--- config.mk ---
export PLATFORM = sky130hd
export DESIGN_NAME = rvm_top
export DESIGN_NICKNAME = d
export VERILOG_FILES = /design/src/inc/rvm_pkg.sv /design/src/hdl/rvm_top.sv /design/src/hdl/rvm_vec_map.sv
export SDC_FILE = /design/constraint.sdc
export NUM_CORES = 1
export LEC_CHECK = 0
export BUFFER_PORTS_ARGS = -buffer_cell sky130_fd_sc_hd__buf_4
export CAP_MARGIN = 20
export CORE_MARGIN = 2
export CORE_UTILIZATION = 53
export CTS_CLUSTER_SIZE = 40
export DETAILED_ROUTE_END_ITERATION = 10
export PLACE_DENSITY_LB_ADDON = 0.25
export SLEW_MARGIN = 20
export SYNTH_ARGS = -nofsm -noshare
export SYNTH_HDL_FRONTEND = slang
export SYNTH_HIERARCHICAL = 1
export SYNTH_SLANG_ARGS = --single-unit
--- constraint.sdc ---
create_clock -name ref_clk -period 10 [get_ports ref_clk]
set_clock_uncertainty 0.05 [all_clocks]
set_input_delay 1 -clock ref_clk [delete_from_list [all_inputs] [get_ports ref_clk]]
set_output_delay 1 -clock ref_clk [all_outputs]
set_load 0.005 [all_outputs]
--- src/inc/rvm_pkg.sv ---
package rvm_pkg;

  // ==========================================================================
  // Widths and addresses
  // ==========================================================================
  localparam int VEC_W = 7;
  localparam int ADDR_W = 24;
  localparam int SRC_W = 6;
  localparam int NUM_SRC = 54;
  localparam logic [ADDR_W-1:0] RESET_ADDR = 24'h000000;
  localparam logic [ADDR_W-1:0] PRI_BASE = 24'h000004;
  localparam logic [ADDR_W-1:0] ALT_BASE = 24'h000104;
  localparam logic [VEC_W-1:0] VEC_LAST = 7'h7E;
  localparam logic [VEC_W-1:0] VEC_NONE = 7'h00;
  localparam logic [SRC_W-1:0] SRC_NONE = 6'h3F;

  // ==========================================================================
  // Arbitration grouping
  // ==========================================================================
  localparam int GRP_W = 8;
  localparam int GRP_N = 7;
  localparam int GRP_IDX_W = 3;
  localparam int PAD_W = GRP_N * GRP_W;

  // ==========================================================================
  // Vector offset of each run of sources that sit on adjacent vectors
  // ==========================================================================
  localparam logic [VEC_W-1:0] OFS_TRAP = 7'h01;
  localparam logic [VEC_W-1:0] OFS_RUN_A = 7'h03;
  localparam logic [VEC_W-1:0] OFS_RUN_B = 7'h04;
  localparam logic [VEC_W-1:0] OFS_RUN_C = 7'h05;
  localparam logic [VEC_W-1:0] OFS_RUN_D = 7'h0D;
  localparam logic [VEC_W-1:0] OFS_RUN_E = 7'h19;
  localparam logic [VEC_W-1:0] OFS_RUN_F = 7'h1B;
  localparam logic [VEC_W-1:0] OFS_RUN_G = 7'h22;

  // ==========================================================================
  // Source numbering: index of each source in the request vector
  // ==========================================================================
  typedef enum logic [SRC_W-1:0] {
    SRC_OSC_FAIL, SRC_ADDR_ERR, SRC_STACK_ERR, SRC_MATH_ERR, SRC_DMA_ERR,
    SRC_EXT_IRQ_ZERO, SRC_IC1, SRC_OC1, SRC_T1, SRC_DMA0, SRC_IC2, SRC_OC2,
    SRC_T2, SRC_T3, SRC_SPI1_ERR, SRC_SPI1_DONE, SRC_U1_RX, SRC_U1_TX,
    SRC_ADC1, SRC_DMA1, SRC_I2C_SLV, SRC_I2C_MST, SRC_CMP, SRC_CHG_NOTE,
    SRC_EXT_IRQ_ONE, SRC_IC7, SRC_IC8, SRC_DMA2, SRC_OC3, SRC_OC4, SRC_T4,
    SRC_T5, SRC_EXT_IRQ_TWO, SRC_U2_RX, SRC_U2_TX, SRC_SPI2_ERR,
    SRC_SPI2_DONE, SRC_CAN_RX, SRC_CAN_EVT, SRC_DMA3, SRC_PAR_PORT,
    SRC_DMA4, SRC_CODEC_ERR, SRC_CODEC_DONE, SRC_DMA5, SRC_RTC,
    SRC_U1_ERR, SRC_U2_ERR, SRC_CRC, SRC_DMA6, SRC_DMA7, SRC_CAN_TX,
    SRC_DAC_RIGHT
  } rvm_src_e;
  localparam logic [SRC_W-1:0] SRC_DAC_LEFT = 6'h35;

  typedef enum logic [1:0] {ST_RESET, ST_RUN, ST_FETCH} rvm_state_e;

  typedef struct packed {
    logic valid;
    logic [VEC_W-1:0] vec;
    logic [ADDR_W-1:0] addr;
  } rvm_fetch_s;

endpackage

--- src/hdl/rvm_top.sv ---
`timescale 1ns/1ns
// Function
// - Reset clears state; first fetch address is 0x000000.
// - Reset is no exception; no vector lookup happens on reset exit.
// - Primary table: vector zero at 0x000004, two units per vector.
// - Alternate table: vector zero at 0x000104, same spacing and order.
// - Vectors 9 to 16 are capture, compare, timer and DMA zero sources.
// - Vectors 17 to 22 are SPI, UART, ADC and DMA one sources.
// - Vectors 24 to 28 and 30 to 32 serve their listed sources.
// - Vectors 33 to 44 serve compares, timers, external two, UART, SPI, CAN, DMA.
// - Vectors 53, 54 and 67 to 70 serve their listed sources.
// - Vectors 73 to 78, 86 and 87 serve their listed sources.
// - Vectors 1 to 5 are traps; 0, 6 and 7 are reserved.
// - Vector 8 is external zero; other unlisted vectors have no source; tables end at 0x100 and 0x200.
// - Alternate select set takes every entry from the alternate table.
// - Each entry holds a 24-bit handler address loaded by the core.
// - Lower vector wins among equal priority sources.
module rvm_top (
  input wire logic ref_clk,
  input wire logic resetn,
  input wire logic [rvm_pkg::NUM_SRC-1:0] src_req,
  input wire logic alt_table_select,
  input wire logic take,
  input wire logic entry_valid,
  input wire logic [rvm_pkg::ADDR_W-1:0] entry_data,
  output logic [rvm_pkg::ADDR_W-1:0] reset_pc,
  output logic fetch_req,
  output logic [rvm_pkg::ADDR_W-1:0] fetch_addr,
  output logic [rvm_pkg::VEC_W-1:0] fetch_vec,
  output logic handler_valid,
  output logic [rvm_pkg::ADDR_W-1:0] handler_addr,
  output logic pending
);

  // ==========================================================================
  // State
  // ==========================================================================
  typedef struct packed {
    rvm_pkg::rvm_state_e state;
    rvm_pkg::rvm_fetch_s fetch;
    logic hvalid;
    logic [rvm_pkg::ADDR_W-1:0] haddr;
    logic [rvm_pkg::ADDR_W-1:0] pc;
  } rvm_top_s;

  rvm_top_s cur;
  rvm_top_s next_cur;
  logic [rvm_pkg::SRC_W-1:0] win_src;
  logic [rvm_pkg::VEC_W-1:0] win_vec;
  logic win_used;
  logic [rvm_pkg::ADDR_W-1:0] base;
  logic [rvm_pkg::PAD_W-1:0] req_pad;
  wire logic [rvm_pkg::GRP_N-1:0] grp_hit;
  wire logic [rvm_pkg::GRP_N*rvm_pkg::GRP_IDX_W-1:0] grp_low;
  logic [rvm_pkg::GRP_N-1:0] grp_grant;
  logic lower_seen;
  logic [rvm_pkg::ADDR_W-1:0] entry_ofs;
  logic [rvm_pkg::ADDR_W-1:0] entry_addr;
  logic take_ok;

  // ==========================================================================
  // Arbitration, first level: lowest request inside each group of eight
  // ==========================================================================
  // Sources are numbered in vector order, so the lowest index is the lowest
  // vector. Two levels, eight per group then seven groups, keep the priority path short, at the cost of
  // a few more gates than one flat scan over every source.
  assign req_pad = rvm_pkg::PAD_W'(src_req);

  for (genvar g = 0; g < rvm_pkg::GRP_N; g++) begin : g_grp
    logic hit;
    logic [rvm_pkg::GRP_IDX_W-1:0] low;
    always_comb begin
      hit = 1'b0;
      low = '0;
      for (int b = rvm_pkg::GRP_W - 1; b >= 0; b--) begin
        if (req_pad[g * rvm_pkg::GRP_W + b]) begin
          hit = 1'b1;
          low = rvm_pkg::GRP_IDX_W'(b);
        end
      end
    end
    assign grp_hit[g] = hit;
    assign grp_low[g * rvm_pkg::GRP_IDX_W +: rvm_pkg::GRP_IDX_W] = low;
  end

  // ==========================================================================
  // Arbitration, second level: lowest group with a request
  // ==========================================================================
  always_comb begin
    lower_seen = 1'b0;
    grp_grant = '0;
    for (int g = 0; g < rvm_pkg::GRP_N; g++) begin
      grp_grant[g] = grp_hit[g] && !lower_seen;
      lower_seen = lower_seen || grp_hit[g];
    end
  end

  always_comb begin
    win_src = rvm_pkg::SRC_NONE;
    for (int g = 0; g < rvm_pkg::GRP_N; g++) begin
      if (grp_grant[g]) begin
        win_src = rvm_pkg::SRC_W'(g * rvm_pkg::GRP_W)
          + rvm_pkg::SRC_W'(grp_low[g * rvm_pkg::GRP_IDX_W
          +: rvm_pkg::GRP_IDX_W]);
      end
    end
  end

  rvm_vec_map u_map (
    .src(win_src),
    .vec(win_vec),
    .used(win_used)
  );

  assign base = alt_table_select ? rvm_pkg::ALT_BASE
                                 : rvm_pkg::PRI_BASE;

  // ==========================================================================
  // Entry address
  // ==========================================================================
  // The table choice is frozen at the take edge; flipping the select bit
  // while a fetch is out does not move that fetch.
  assign entry_ofs = rvm_pkg::ADDR_W'({win_vec, 1'b0});
  assign entry_addr = base + entry_ofs;
  assign take_ok = take && win_used
    && (win_vec <= rvm_pkg::VEC_LAST);

  // ==========================================================================
  // Sequencing
  // ==========================================================================
  always_comb begin
    next_cur = cur;
    next_cur.hvalid = 1'b0;
    case (cur.state)
      rvm_pkg::ST_RESET: begin
        // Leaving reset goes straight to run; no table entry is read.
        next_cur.pc = rvm_pkg::RESET_ADDR;
        next_cur.state = rvm_pkg::ST_RUN;
      end
      rvm_pkg::ST_RUN: begin
        if (take_ok) begin
          next_cur.fetch.valid = 1'b1;
          next_cur.fetch.vec = win_vec;
          next_cur.fetch.addr = entry_addr;
          next_cur.state = rvm_pkg::ST_FETCH;
        end
      end
      rvm_pkg::ST_FETCH: begin
        if (entry_valid) begin
          next_cur.fetch.valid = 1'b0;
          next_cur.hvalid = 1'b1;
          next_cur.haddr = entry_data;
          next_cur.pc = entry_data;
          next_cur.state = rvm_pkg::ST_RUN;
        end
      end
      default: begin
        next_cur.state = rvm_pkg::ST_RESET;
      end
    endcase
  end

  always_ff @(posedge ref_clk or negedge resetn) begin
    if (!resetn) begin
      cur <= '0;
    end else begin
      cur <= next_cur;
    end
  end

  assign reset_pc = cur.pc;
  assign fetch_req = cur.fetch.valid;
  assign fetch_addr = cur.fetch.addr;
  assign fetch_vec = cur.fetch.vec;
  assign handler_valid = cur.hvalid;
  assign handler_addr = cur.haddr;
  assign pending = win_used;

endmodule // rvm_top

--- src/hdl/rvm_vec_map.sv ---
`timescale 1ns/1ns
// ============================================================================
// Vector number of each source, and whether that source exists.
// ============================================================================
module rvm_vec_map (
  input wire logic [rvm_pkg::SRC_W-1:0] src,
  output logic [rvm_pkg::VEC_W-1:0] vec,
  output logic used
);
  always_comb begin
    used = 1'b1;
    if (src <= rvm_pkg::SRC_DMA_ERR) begin
      vec = rvm_pkg::VEC_W'(src) + rvm_pkg::OFS_TRAP;
    end else if (src <= rvm_pkg::SRC_DMA1) begin
      vec = rvm_pkg::VEC_W'(src) + rvm_pkg::OFS_RUN_A;
    end else if (src <= rvm_pkg::SRC_EXT_IRQ_ONE) begin
      vec = rvm_pkg::VEC_W'(src) + rvm_pkg::OFS_RUN_B;
    end else if (src <= rvm_pkg::SRC_DMA3) begin
      vec = rvm_pkg::VEC_W'(src) + rvm_pkg::OFS_RUN_C;
    end else if (src <= rvm_pkg::SRC_DMA4) begin
      vec = rvm_pkg::VEC_W'(src) + rvm_pkg::OFS_RUN_D;
    end else if (src <= rvm_pkg::SRC_RTC) begin
      vec = rvm_pkg::VEC_W'(src) + rvm_pkg::OFS_RUN_E;
    end else if (src <= rvm_pkg::SRC_CAN_TX) begin
      vec = rvm_pkg::VEC_W'(src) + rvm_pkg::OFS_RUN_F;
    end else if (src <= rvm_pkg::SRC_DAC_LEFT) begin
      vec = rvm_pkg::VEC_W'(src) + rvm_pkg::OFS_RUN_G;
    end else begin
      vec = rvm_pkg::VEC_NONE;
      used = 1'b0;
    end
  end
endmodule // rvm_vec_map

==> implementation parameters <==
Parameter                              Value

Yosys
  Yosys top cell by area ... dfrtp_1
  Synthesized area ... 4800 sq um
  Yosys warning total ... 6
  Number of synthesized register bits ... between 60 and 70
  Share of the yosys chip area belonging to registers ... roughly a third
  Count of flip-flops with a built-in enable after synthesis ... 0
  Leading cell types by total area after synthesis ... dfrtp_1, buf_4, nand2_1, ha_1, a21oi_1
  Gate Count Post-Synth ... roughly 570
  Syn_area_per_cell ... 8.46 sq um
  Share of flip-flops with an asynchronous set or reset after synthesis ... between 90% and 100%
  Prevailing post-synth register cell ... dfrtp_1
  Library cells used by synthesis ... 73
  Share of Yosys cell area claimed by the top area cell type ... 34.9%

Setup path
  Crit-path max FO ... 21
  Stage delay of the slowest cell on the critical path ... roughly 880 ps
  Data arrival, critical path ... between 6000 and 7000 ps
  Type of the worst setup path ... primary input to register
  Sort of element at the start of the critical path ... primary input
  Type of element capturing the critical path ... register
  Register-to-Register Setup Slack ... roughly 8400 ps
  Cell with the largest stage delay on the worst path ... o41ai_1
  Critical path required time ... between 10,000 and 15,000 ps
  Cell Chain, Critical Path ... buf_4 > nor4_1 > nand4_1 > or3_4 > o41ai_1 > inv_1 > ha_1 > nor3b_2 > o21ai_2 > o31a_1 > o41ai_2 > ha_1 > nand3_1 > o211a_1 > nor3b_2 > buf_4 > mux2_2

GRT
  Vias in the first global route ... around 4,000
  Maximum number of pins on one net before global-route repair ... 68
  Total grt overflow ... 0
  Total track usage ... a little under a quarter
  Number of antenna violations at the first check in global routing ... 0
  First-pass GRT wire length ... approximately 19,000 um

Die
  Standard cell core area ... 8760 sq um
  Overall die height ... 99.2 um
  Full die area ... ~10000 sq um
  Number of top-level pins ... 165
  Core Rows ... 34
  Die boundary width ... between 90 and 100 um
  Starting utilization of the core area ... 54.8%

Place
  PortBufs ... 149
  Hpwl dp ... between 9000 and 10,000 um
  Final weighted congestion in routability-driven placement ... 0.974

Clock network
  H-tree depth reported by CTS ... 3
  Root Buffer Master ... clkbuf_8
  Number of buffers on the longest clock path ... 2
  Skew-Pair Late Insertion Delay ... between 300 and 400 ps
  Quantity of gates resized following cts ... 0
  Number of clock buffers inserted by TritonCTS ... 9
  TritonCTS clock tree ... done
  Count of clock tree sinks ... between 60 and 70
  Setup fix buffers added after clock tree synthesis ... 0
  Clock transition at the registers of the reported paths ... approximately 70 ps
  CTS Hold Bufs ... 0

Timing
  Shortest period the worst path allows ... between 6000 and 7000 ps
  Worst slew margin relative to its limit ... about a third
  Total count of max-transition violations in the final report ... 0
  Hold WS ... 430 ps
  Sum of negative setup slack ... 0 ps
  Final cycle utilization of the critical path ... between 60% and 70%
  Highest achievable clock rate ... around 150 MHz
  Finish-stage setup viols ... 0
  Slew of the pin with the lowest slew margin ... approximately 1000 ps
  Final Hold Vio Count ... 0
  Setup repair after global routing missed its margin ... no

Finish
  Leading cell types in the layout, fill and taps excluded ... buf_4, nand2_1, dfrtp_1
  Share of layout cells above drive strength 1 ... a little under a third
  Number of inserted diodes ... 0
  Leading cell type in the layout, fill and taps excluded ... buf_4
  Layout net count ... around 750
  Synthesis-to-finish area growth ... 18.8%

Route
  DRC ... 0
  Post-detailed-route via-to-cell ratio ... 5.50
  Final antenna-violating net count ... 0
  Detailed Route WL ... between 10,000 and 15,000 um
  Detail-routed net length per standard cell ... between 15 and 20 um
  Drt first-iter violations ... between 200 and 250
  TritonRoute pass-1 iters ... 4
  Vias after detailed routing ... 4,210

Power
  Peak ir drop on the vdd network ... 0.128 mV
  Leakage ... ~2.9 nW
  Power density over the cells ... between 150 and 200 nW/um^2

Job
  Maximum Capacitance Violations ... 0

Status
  Run status ... finished, final reports clean

Min path
  HP Class ... register to register
-- cells in the mapped netlist (5+ instances only) --
master	instances
nand3_1	8
buf_4	80
a211oi_1	8
nand2b_1	8
mux2_2	9
o21ai_0	14
xnor2_1	8
ha_1	13
a21o_1	6
dfrtp_1	67
a21oi_1	29
nor2b_1	7
nand2_1	131
o31ai_1	5
inv_1	18
clkbuf_1	8
nor4_1	11
nor3_1	9
nor2_1	34
-- layer usage --
metal / track usage [%] / routed length [um]
met4: 6.43 / 204
met1: 30.2 / 4600
met2: 40.5 / 5790
met5: 0 / 0
met3: 6.11 / 975
-- flip-flops by register name (all words and copies together) (netlist names) --
| signal | cells |
|---|---|
| handler_addr | 24 |
| fetch_req | 1 |
| handler_valid | 1 |
| fetch_vec | 7 |
| reset_pc | 24 |
| fetch_addr | 8 |
| cur | 2 |
-- per-stage QoR --
step | cells | util [%] | setup WS [ps] | power, mW | area, sq um
6_report | 765 | 65.0 | 3180 | 1.05 | 5700
4_1_cts | 765 | 65.0 | 3310 | 1.06 | 5700
3_3_place_gp | 750 | 62.6 | 3290 | 0.796 | 5490
3_5_place_dp | 750 | 62.6 | 2970 | 0.812 | 5490
2_1_floorplan | 581 | - | 4090 | 0.703 | 4850
5_1_grt | 765 | 65.0 | 2740 | 1.12 | 5700
-- critical path, delay by kind of cell --
family,cells,cell delay [ps]
compound gates,5,2390
fa+ha+maj,2,730
buf+inv,3,580
mux,1,290
simple gates,6,2000
-- worst paths after layout --
check	start	endpoint	cells after the start
min in group asynchronous	resetn	fetch_addr[5]$_DFFE_PN0P_	1
setup / recovery	src_req[30]	fetch_vec[1]$_DFFE_PN0P_	17
max in group asynchronous	resetn	handler_addr[21]$_DFFE_PN0P_	1
setup reg to reg	cur[82]$_DFFE_PN0P_	cur[81]$_DFFE_PN0P_	2
hold reg to reg	handler_addr[19]$_DFFE_PN0P_	handler_addr[19]$_DFFE_PN0P_	2
hold / removal	handler_addr[19]$_DFFE_PN0P_	handler_addr[19]$_DFFE_PN0P_	2
-- cell families (layout without fill, tap and decap cells) --
kind of cell             Yosys count  after routing  synth area share [%]
AND/OR/NAND/NOR                  240            240                  24.8
buffers and inverters            114            190                  15.4
AO/OA/AOI/OAI                    110            110                  16.9
flip-flops                        67             67                  34.9
adder cells (fa/ha/maj)           13             13                  3.39
XOR/XNOR                          12             12                  2.19
multiplexers                      10             10                  2.32
other                              1             15                0.0782
-- power breakdown --
group          switching (mW)  internal, mW  leakage (nW)
Clock                  0.0986         0.145         0.108
Combinational           0.175         0.199          1.88
Sequential             0.0607         0.370         0.864
Total                   0.334         0.713          2.86
-- layout make-up --
type,instances,area [sq um]
Clock buffer,10,138
Inverter,20,75.1
Tap cell,108,135
Fill cell,743,3060
Multi-Input combinational cell,400,2430
Clock inverter,5,77.6
Sequential cell,67,1680
Timing Repair Buffer,155,1160
Power figures use the tool's default switching activity.
